**config.mk**
```make
export PLATFORM = sky130hd
export DESIGN_NAME = boot_strap_latch
export DESIGN_NICKNAME = d
export VERILOG_FILES = /design/src/include/boot_strap_pkg.sv /design/src/rtl/strap_sync.sv /design/src/rtl/boot_strap_latch.sv
export SDC_FILE = /design/constraint.sdc
export NUM_CORES = 1
export LEC_CHECK = 0
export BUFFER_PORTS_ARGS = -buffer_cell sky130_fd_sc_hd__buf_2
export CAP_MARGIN = 10
export CORE_MARGIN = 2
export CORE_UTILIZATION = 44
export CTS_BUF_LIST = sky130_fd_sc_hd__clkbuf_4
export CTS_CLUSTER_DIAMETER = 100
export DETAILED_ROUTE_END_ITERATION = 10
export GPL_ROUTABILITY_DRIVEN = 0
export PLACE_DENSITY = 0.63
export SYNTH_ARGS = -nofsm -noshare
export SYNTH_HDL_FRONTEND = slang
export SYNTH_SLANG_ARGS = --single-unit
```
**constraint.sdc**
```tcl
create_clock -name sys_clk -period 2.15 [get_ports sys_clk]
set_clock_uncertainty 0.1 [all_clocks]
set_input_delay 0 -clock sys_clk [delete_from_list [all_inputs] [get_ports sys_clk]]
set_output_delay 0 -clock sys_clk [all_outputs]
set_load 0.02 [all_outputs]
```
**src/include/boot_strap_pkg.sv**
```systemverilog
package boot_strap_pkg;
    localparam int BOOT_W = 8;
    localparam int OTHER_W = 8;
    localparam logic [BOOT_W-1:0] PULL_DOWN_ALL = 8'hFF;
    localparam logic [BOOT_W-1:0] CAPTURE_RST = 8'h00;
    localparam logic [BOOT_W-1:0] PULL_UP_NONE = 8'h00;
    localparam logic [2:0] SYNC_RST = 3'h0;

    typedef enum logic [1:0] {
        ST_RUN = 2'b00,
        ST_POR = 2'b01,
        ST_WARM = 2'b10
    } phase_e;

    typedef struct packed {
        logic por_n;
        logic warm_n;
        logic test_rst;
    } reset_in_s;

    typedef struct packed {
        phase_e phase;
        logic qualified;
        logic [BOOT_W-1:0] pull_direction_select;
        logic [BOOT_W-1:0] boot_mode_capture;
        logic capture_valid;
        logic [OTHER_W-1:0] other_pulldown_en;
        logic in_reset;
        logic [BOOT_W-1:0] boot_pulldown_en;
        logic [BOOT_W-1:0] boot_pullup_en;
    } latch_state_s;
endpackage : boot_strap_pkg

```
**src/rtl/strap_sync.sv**
```systemverilog
`timescale 1ns/1ps
`default_nettype none
module strap_sync
    import boot_strap_pkg::*;
#(
    parameter int W = 1
) (
    input wire logic sys_clk,
    input wire logic arst_n,
    input wire logic [W-1:0] din,
    output logic [W-1:0] dout
);
    logic [W-1:0] s1_reg;
    logic [W-1:0] s2_reg;
    logic [W-1:0] s3_reg;
    logic [W-1:0] out_reg;

    genvar i;
    generate
        for (i = 0; i < W; i++) begin : g_bit
            always_ff @(posedge sys_clk or negedge arst_n) begin
                if (!arst_n) begin
                    s1_reg[i] <= 1'b0;
                    s2_reg[i] <= 1'b0;
                    s3_reg[i] <= 1'b0;
                    out_reg[i] <= 1'b0;
                end else begin
                    s1_reg[i] <= din[i];
                    s2_reg[i] <= s1_reg[i];
                    s3_reg[i] <= s2_reg[i];
                    // change accepted once second and third stages agree
                    if (s2_reg[i] == s3_reg[i]) begin
                        out_reg[i] <= s3_reg[i];
                    end
                end
            end
        end
    endgenerate
    assign dout = out_reg;
endmodule : strap_sync
`default_nettype wire

```
**src/rtl/boot_strap_latch.sv**
```systemverilog
`timescale 1ns/1ps
`default_nettype none
module boot_strap_latch
    import boot_strap_pkg::*;
(
    input wire logic sys_clk,
    input wire logic arst_n,
    input wire logic por_req_n,
    input wire logic warm_req_n,
    input wire logic test_rst,
    input wire logic [BOOT_W-1:0] boot_pin,
    output logic [BOOT_W-1:0] boot_pulldown_en,
    output logic [BOOT_W-1:0] boot_pullup_en,
    output logic [OTHER_W-1:0] other_pulldown_en,
    output logic [BOOT_W-1:0] boot_mode_capture,
    output logic capture_valid,
    output logic in_reset
);
    reset_in_s rin;
    logic [2:0] rin_raw;
    logic [2:0] rin_sync;
    logic [BOOT_W-1:0] pins_sync;
    latch_state_s st_reg;
    latch_state_s st_next;

    assign rin_raw = {por_req_n, warm_req_n, test_rst};

    strap_sync #(.W(3)) u_rst_sync (
        .sys_clk(sys_clk),
        .arst_n(arst_n),
        .din(rin_raw),
        .dout(rin_sync)
    );

    strap_sync #(.W(BOOT_W)) u_pin_sync (
        .sys_clk(sys_clk),
        .arst_n(arst_n),
        .din(boot_pin),
        .dout(pins_sync)
    );

    // synchroniser outputs reset low, so power-on is seen until inputs settle
    assign rin = reset_in_s'(rin_sync);

    // power-on phase overrides whatever the select register holds
    function automatic logic in_power_on(input phase_e ph);
        return ph == ST_POR;
    endfunction : in_power_on

    always_comb begin
        st_next = st_reg;
        case (st_reg.phase)
            ST_RUN: begin
                if (!rin.por_n) begin
                    st_next.phase = ST_POR;
                    st_next.qualified = !rin.test_rst;
                end else if (!rin.warm_n) begin
                    st_next.phase = ST_WARM;
                end
            end
            ST_POR: begin
                if (rin.test_rst) begin
                    st_next.qualified = 1'b0;
                end
                if (rin.por_n) begin
                    st_next.phase = ST_RUN;
                    if (st_reg.qualified && !rin.test_rst) begin
                        st_next.boot_mode_capture = pins_sync;
                        st_next.capture_valid = 1'b1;
                    end
                    st_next.pull_direction_select = PULL_DOWN_ALL;
                end
            end
            ST_WARM: begin
                // capture untouched on warm reset
                if (!rin.por_n) begin
                    st_next.phase = ST_POR;
                    st_next.qualified = !rin.test_rst;
                end else if (rin.warm_n) begin
                    st_next.phase = ST_RUN;
                end
            end
            default: begin
                st_next.phase = ST_POR;
            end
        endcase
        st_next.in_reset = (st_next.phase != ST_RUN);
        st_next.other_pulldown_en = {OTHER_W{st_next.in_reset}};
        if (in_power_on(st_next.phase)) begin
            st_next.boot_pulldown_en = PULL_DOWN_ALL;
            st_next.boot_pullup_en = PULL_UP_NONE;
        end else begin
            // bit set selects pulldown, cleared selects pullup
            st_next.boot_pulldown_en = st_next.pull_direction_select;
            st_next.boot_pullup_en = ~st_next.pull_direction_select;
        end
    end

    always_ff @(posedge sys_clk or negedge arst_n) begin
        if (!arst_n) begin
            st_reg.phase <= ST_POR;
            // power-up is itself a power-on entry with test reset low
            st_reg.qualified <= 1'b1;
            st_reg.pull_direction_select <= PULL_DOWN_ALL;
            st_reg.boot_mode_capture <= CAPTURE_RST;
            st_reg.capture_valid <= 1'b0;
            st_reg.other_pulldown_en <= {OTHER_W{1'b1}};
            st_reg.in_reset <= 1'b1;
            st_reg.boot_pulldown_en <= PULL_DOWN_ALL;
            st_reg.boot_pullup_en <= PULL_UP_NONE;
        end else begin
            st_reg <= st_next;
        end
    end

    assign boot_pulldown_en = st_reg.boot_pulldown_en;
    assign boot_pullup_en = st_reg.boot_pullup_en;
    assign other_pulldown_en = st_reg.other_pulldown_en;
    assign boot_mode_capture = st_reg.boot_mode_capture;
    assign capture_valid = st_reg.capture_valid;
    assign in_reset = st_reg.in_reset;
endmodule : boot_strap_latch
`default_nettype wire

```
Word level (Yosys, flattened, before mapping)
Index checks and enable logic that the tools add are counted.
{"block": "totals", "register_bits": 82, "elab_cells": 91, "in_bits": 13}
{"block": "op_classes", "n_eq_ne": 16, "bitwise_logic": 1, "n_mux": 13, "n_reduce_logical": 8}
{"op": "17-bit 2-to-1 mux", "count": 2}
{"op": "16-bit 2-to-1 mux", "count": 1}
{"op": "1-bit equality test", "count": 11}
{"op": "2-bit 2-to-1 mux", "count": 5}
{"op": "9-bit 2-to-1 mux", "count": 1}
{"op": "8-bit NOT", "count": 1}
{"op": "2-bit case mux with 3 select lines", "count": 1}
{"op": "3-bit AND reduction", "count": 2}
{"op": "2-bit by 1-bit equality test with 1-bit output, second input constant", "count": 2}
{"op": "2-bit nonzero test", "count": 2}
{"op": "2-bit equality test, second input constant", "count": 1}
{"op": "2-bit logical NOT", "count": 1}
{"op": "1-bit 2-to-1 mux", "count": 2}
{"op": "2-bit by 1-bit != test with 1-bit output, second input constant", "count": 1}
{"op": "2-bit != test, second input constant", "count": 1}
{"op": "1-bit case mux with 2 select lines", "count": 1}
{"op": "2-bit OR reduction", "count": 1}
{"op": "1-bit logical AND", "count": 1}
{"op": "1-bit logical NOT", "count": 1}

Logic depth before layout (Yosys ltp)
Gate-level depths: netlist of run 1.
{"block": "depth", "word_depth": 7, "mapped_depth": 4, "depth_no_buf": 3}

Cells and area by module
A second synthesis of run 1 with hierarchy kept.
{"block": "unflattened", "cells_unflattened": 170, "hier_area_um2": 2731.4}
{"module": "boot_strap_latch", "seq_area_each_um2": 949.7, "area_per_inst_um2": 1506.4, "instances": 1, "cells_each": 115}
{"module": "strap_sync (u_pin_sync)", "seq_area_each_um2": 800.8, "area_per_inst_um2": 890.9, "instances": 1, "cells_each": 40}
{"module": "strap_sync (u_rst_sync)", "seq_area_each_um2": 300.3, "area_per_inst_um2": 334.1, "instances": 1, "cells_each": 15}

Worst setup path before layout of run 1
OpenSTA, ideal clock, no wires.
{"block": "synth_timing", "path_type": "reg2reg", "startpoint": "register st_reg[43] (netlist bit)", "endpoint": "register boot_mode_capture[0] (netlist name)", "t_arrival_ns": 1.399, "setup_ns": 0.125, "stages_incl_launch_ff": 4, "path_buffers": 0, "path_slack_ns": 0.526, "path_cell_list": "dfstp_2 -> nand3b_4 -> nor3b_4 -> mux2_2"}
{"block": "synth_via", "elab_chain_len": 2}
{"item": "start, declared", "line_no": "boot_strap_latch.sv:23", "rtl": "latch_state_s st_reg;"}
{"item": "start signal, assigned", "line_no": "boot_strap_latch.sv:112", "rtl": "st_reg <= st_next;"}
{"item": "2-bit by 1-bit equality test with 1-bit output", "line_no": "boot_strap_latch.sv:52", "rtl": "case (st_reg.phase)"}
{"item": "3-bit AND reduction (no line)"}
Every way passes these cells.
A chain may end at the register's enable or synchronous reset.

Worst setup path after layout of run 1
{"block": "layout_timing", "startpoint": "register st_reg[43] (netlist bit)", "endpoint": "register boot_mode_capture[3] (netlist name)"}
{"block": "layout_via", "elab_chain_len": 2}
{"item": "2-bit by 1-bit equality test with 1-bit output", "line_no": "boot_strap_latch.sv:52"}
{"item": "3-bit AND reduction (no line)"}
Every way passes these cells.

==> flow_summary.json, run 1 <==
{
  "vias": 1227,
  "yosysSeqAreaShare": 0.755,
  "hold_path_class": "in -> reg",
  "ctsLongestPathBuffers": 2,
  "synthCells": 170,
  "path_class": "reg -> reg",
  "post_cts_buffers": 0,
  "syn_to_final_growth_pct": 14.2,
  "startpoint_type": "flop",
  "end_kind": "flop",
  "nets": 221,
  "synth_top_cell_area_share": 0.571,
  "syn_area_mm2": 0.00272,
  "drc": 0,
  "ys_seq_elements": 81,
  "final_core_util": 0.521,
  "diodes": 0,
  "fillCellCount": 510,
  "drive_gt1_frac": 0.451,
  "finalHoldViolCount": 0,
  "crit_fanout": 9,
  "synth_cell_types": 16,
  "dp_hpwl_um": 2140,
  "setup_viol": 0,
  "dieWidth_um": 82.6,
  "track_usage": 0.115,
  "synth-async-reset-ratio": 1.00,
  "fin_crit_ps": 1800,
  "setup_ws_ps": 349,
  "start_util": 0.456,
  "ios": 47,
  "synth_area_leaders": "dfrtp_1 57%, dfstp_2 18%, buf_4 8.8%",
  "row_count": 28,
  "insertion_delay_ps": 410,
  "ys_warn_count": 0,
  "synthMostInstantiatedCell": "dfrtp_1",
  "htree_levels": 3,
  "synth_fp_nets": 183,
  "largest_reg_flops": 11,
  "reg2reg_slack_ps": 350,
  "dp_slack_ps": 302,
  "relSlewSlack": 0.677,
  "run_status": "finished, final reports clean",
  "postRouteAntennaNets": 0,
  "first_pass_iters": 3,
  "yosysTopAreaCell": "dfrtp_1",
  "synth-main-ff-cell": "dfrtp_1",
  "grt_pass1_vias": 1168,
  "grt_setup_unrepaired": "false",
  "p_leak_uw": 0.00140,
  "antenna_found_initial": 0,
  "design.core.area_mm2": 0.00596,
  "worstMarginPinSlew_ps": 484,
  "arrival_ps": 2000,
  "overflow": 0,
  "irDropWorstVdd_mv": 0.544,
  "cts_tree": "built",
  "drv_cap": 0,
  "dp_cells": 259,
  "pwr_density_cell_mw_per_mm2": 990,
  "synth_edf_count": 0,
  "cts-buffers-inserted": 9,
  "clkSinkCount": 81,
  "post_drt_wl_per_cell_um": 12.2,
  "portBuffers": 46,
  "cts.reportedPaths.clkPinSlew_ps": 140,
  "die_h_um": 82.6,
  "drt_iter0_drc": 43,
  "cts_root_buf": "clkbuf_4",
  "synth_common_cells": "62 x dfrtp_1, 32 x buf_4, 19 x dfstp_2",
  "grt_first_pass_wirelength_um": 5490,
  "finalWirelength_um": 3510,
  "slew_violations": 0,
  "fin_setup_tns_ps": 0,
  "required_ps": 2340,
  "final_cells": 288,
  "min_period_over_period": 0.838,
  "synth_area_per_cell_um2": 16.0,
  "fmax_mhz": 555,
  "grt_max_degree": 44,
  "vias_per_cell": 4.26,
  "fp.dieArea_mm2": 0.00682
}
-- worst paths after layout --
| check | startpoint | to | cells past startpoint |
|---|---|---|---|
| setup / recovery | st_reg[43] | boot_mode_capture[3] | 3 |
| hold / removal | boot_pin[0] | u_pin_sync.s1_reg[0] | 2 |
| setup reg to reg | st_reg[43] | boot_mode_capture[3] | 3 |
| hold reg to reg | u_pin_sync.s1_reg[4] | u_pin_sync.s2_reg[4] | 0 |
| max in group asynchronous | arst_n | boot_pulldown_en[6] | 3 |
| min in group asynchronous | arst_n | st_reg[42] | 2 |
-- layout make-up --
cell class / count / area (um2) / share of cell area
sequential: 81 / 2050 / 0.661
tap: 75 / 93.8 / 0.0303
timing repair buffer: 60 / 393 / 0.127
multi-input combinational: 47 / 387 / 0.125
clock buffer: 10 / 75.1 / 0.0242
clock inverter: 6 / 68.8 / 0.0222
inverter: 9 / 33.8 / 0.0109
-- where the power goes --
part | total [uW] | switching (uW) | internal, uW
combinational | 443 | 249 | 194
clock | 876 | 505 | 371
sequential | 1750 | 78.1 | 1670
-- through the flow --
stage / cell area, um2 / power (uW) / hold WS [ps]
after global placement: 2820 / 2200 / -106
after global routing: 3100 / 3230 / 87.3
after detailed placement: 2820 / 2220 / -100
after CTS: 3100 / 3120 / 75.0
final: 3100 / 3070 / 108
after floorplan: 2720 / 2170 / -396
-- what timing repair did --
item                                   4_1_cts  5_1_grt
gates resized for setup                      0        0
setup endpoints to repair                    0        0
endpoints found under the hold margin       87        0
hold buffers                                13        0
-- cell families after synthesis --
family / synth area share
simple gates: 0.0636
compound gates: 0.00507
fa+ha+maj: 0.0405
mux: 0.0332
flops: 0.755
buf+inv: 0.103
-- critical path: stages (launching register included) --
cell      delay (ps)
dfstp_2          600
nand3b_4         140
nor3b_4          480
mux2_2           390
-- cells in the final DEF (no fill, tap or decap), types with 2 or more instances in the layout --
| cell | netlist | routed |
|---|---|---|
| dfrtp_1 | 62 | 62 |
| buf_2 | 1 | 45 |
| dfstp_2 | 19 | 19 |
| dlygate4sd3_1 | 0 | 12 |
| maj3_1 | 11 | 11 |
| clkbuf_4 | 0 | 10 |
| or2b_1 | 9 | 9 |
| nor2_1 | 9 | 9 |
| inv_1 | 9 | 9 |
| mux2_2 | 8 | 8 |
| clkinvlp_4 | 0 | 4 |
| or2_2 | 3 | 3 |
| nand2_1 | 2 | 2 |
| buf_12 | 0 | 2 |
-- routing by layer --
metal,global-route usage,vias to the layer above,routed length (um)
met1,0.135,612,1570
met3,0.0522,7,179
met4,0.0639,0,58
li1,-,584,-
met5,0,-,0
met2,0.174,24,1700
Note: power is estimated with default switching activity, not from simulation.
==> run 2: changes to the inputs <==
==> constraint.sdc (replaced) <==
create_clock -name sys_clk -period 1.7 [get_ports sys_clk]
set_clock_uncertainty 0.1 [all_clocks]
set_input_delay 0 -clock sys_clk [delete_from_list [all_inputs] [get_ports sys_clk]]
set_output_delay 0 -clock sys_clk [all_outputs]
set_load 0.02 [all_outputs]
==> flow_summary.json, run 2 (synthesis results as in run 1) <==
{
  "start_util": 0.456,
  "antenna_found_initial": 0,
  "p_leak_uw": 0.00142,
  "cts.reportedPaths.clkPinSlew_ps": 130,
  "overflow": 0,
  "design.core.area_mm2": 0.00596,
  "seqPwrFrac": 0.571,
  "switching_share": 0.273,
  "setup.worst_path.end": "boot_mode_capture[7]",
  "grt_first_pass_wirelength_um": 5650,
  "cts-buffers-inserted": 9,
  "dp_cells": 263,
  "crit_fanout": 5,
  "startpoint": "st_reg[43]",
  "post_cts_buffers": 0,
  "track_usage": 0.117,
  "timing.rr.start": "st_reg[43]",
  "finalWirelength_um": 3340,
  "fmax_mhz": 622,
  "insertion_delay_ps": 410,
  "setup_viol": 0,
  "fin_setup_tns_ps": 0,
  "p_int_uw": 2830,
  "nets": 224,
  "path_cells": "nand3b_4 -> nor3b_4 -> buf_4 -> mux2_2",
  "arrival_ps": 1800,
  "postRouteAntennaNets": 0,
  "power_uw": 3890,
  "final_common_cell": "dfrtp_1",
  "critPathMaxStageDelay_ps": 600,
  "clkSinkCount": 81,
  "fillCellCount": 522,
  "htree_levels": 3,
  "min_period_over_period": 0.946,
  "dp_hpwl_um": 2150,
  "run_status": "finished, final reports clean",
  "fin_crit_ps": 1610,
  "worstMarginPinSlew_ps": 635,
  "final_cell_mix": "62 x dfrtp_1, 45 x buf_2, 19 x dfstp_2",
  "row_count": 28,
  "startpoint_type": "flop",
  "grt_pass1_vias": 1152,
  "holdWs_ps": 58.7,
  "relSlewSlack": 0.576,
  "vias": 1228,
  "vias_per_cell": 4.22,
  "grt_setup_unrepaired": "false",
  "pwr_density_cell_mw_per_mm2": 1250,
  "drive_gt1_frac": 0.458,
  "syn_to_final_growth_pct": 14.6,
  "largest_reg_flops": 11,
  "die_h_um": 82.6,
  "rr_worst_depth": 4,
  "post_drt_wl_per_cell_um": 11.5,
  "slew_violations": 0,
  "drc": 0,
  "hold_path_class": "in -> async",
  "dieWidth_um": 82.6,
  "diodes": 0,
  "reg2reg_slack_ps": 90,
  "path_class": "reg -> reg",
  "r2r-end": "boot_mode_capture[7]",
  "power.share.combinational": 0.144,
  "cts_resized": 0,
  "final_cells": 291,
  "switchingPower_uw": 1060,
  "end_kind": "flop",
  "clkPwrFrac": 0.285,
  "cts_root_buf": "clkbuf_4",
  "irDropWorstVdd_mv": 0.476,
  "grt_max_degree": 53,
  "crit_path_top_delay_cell": "dfstp_2",
  "cts_tree": "built",
  "required_ps": 1900,
  "ios": 47,
  "drt_iter0_drc": 84,
  "fp.dieArea_mm2": 0.00682,
  "ctsLongestPathBuffers": 2,
  "portBuffers": 46,
  "first_pass_iters": 4,
  "drv_cap": 0,
  "finalHoldViolCount": 0
}
[run 2: changes by cell type in the layout (fill, tap and decap cells not counted), sizes merged]
cell and delta:
inv +1, clkinv +3, clkinvlp -3, clkbuf -1, buf +3
[run 2: per-layer routing]
layer / track usage / up-vias / part of all wire
met3: 0.0391 / 8 / 0.048
met5: 0 / - / 0
met1: 0.157 / 596 / 0.45
li1: - / 594 / -
met4: 0.0836 / 0 / 0.022
met2: 0.159 / 30 / 0.48
[run 2: repair_timing]
action	in CTS	in global routing
setup endpoints to repair	0	0
endpoints found under the hold margin	90	0
hold buffers	12	0
[run 2: how the worst min path moves through the flow]
stage	startpoint	endpoint	slack [ps]
2_1_floorplan	arst_n	boot_mode_capture[0]	-400
3_3_place_gp	arst_n	u_rst_sync.s1_reg[0]	-30
3_5_place_dp	arst_n	u_rst_sync.s1_reg[0]	-20
4_1_cts	arst_n	boot_mode_capture[5]	50
5_1_grt	boot_pin[0]	u_pin_sync.s1_reg[0]	80
6_report	arst_n	boot_mode_capture[5]	60
[run 2: worst max-delay path, delay by kind of cell, from the launching register on]
family,cells,cell delay [ps]
buffers and inverters,1,170
DFF,1,600
muxes,1,330
and+or+nand+nor,2,300
[run 2: area by class of cell]
cell class / count / area [um2] / share of cell area
inverter: 9 / 33.8 / 0.0109
tap: 75 / 93.8 / 0.0301
clock buffer: 9 / 67.6 / 0.0217
timing repair buffer: 63 / 403 / 0.129
sequential: 81 / 2050 / 0.659
multi-input combinational: 47 / 387 / 0.124
clock inverter: 7 / 77.6 / 0.0249
[run 2: through the flow]
stage          area (um2)  worst slack (ps)   util
2_1_floorplan        2720              75.9      -
3_3_place_gp         2850               118  0.478
3_5_place_dp         2850               102  0.478
4_1_cts              3110              70.1  0.523
5_1_grt              3110              34.3  0.523
6_report             3110              91.8  0.523
[run 2: power by group through the flow]
stage / clock network (uW) / registers (uW) / logic [uW]
final: 1110 / 2220 / 560
after global routing: 1240 / 2250 / 606
after CTS: 1160 / 2230 / 572
after detailed placement: 0 / 2270 / 550
after global placement: 0 / 2260 / 539
after floorplan: 0 / 2240 / 499
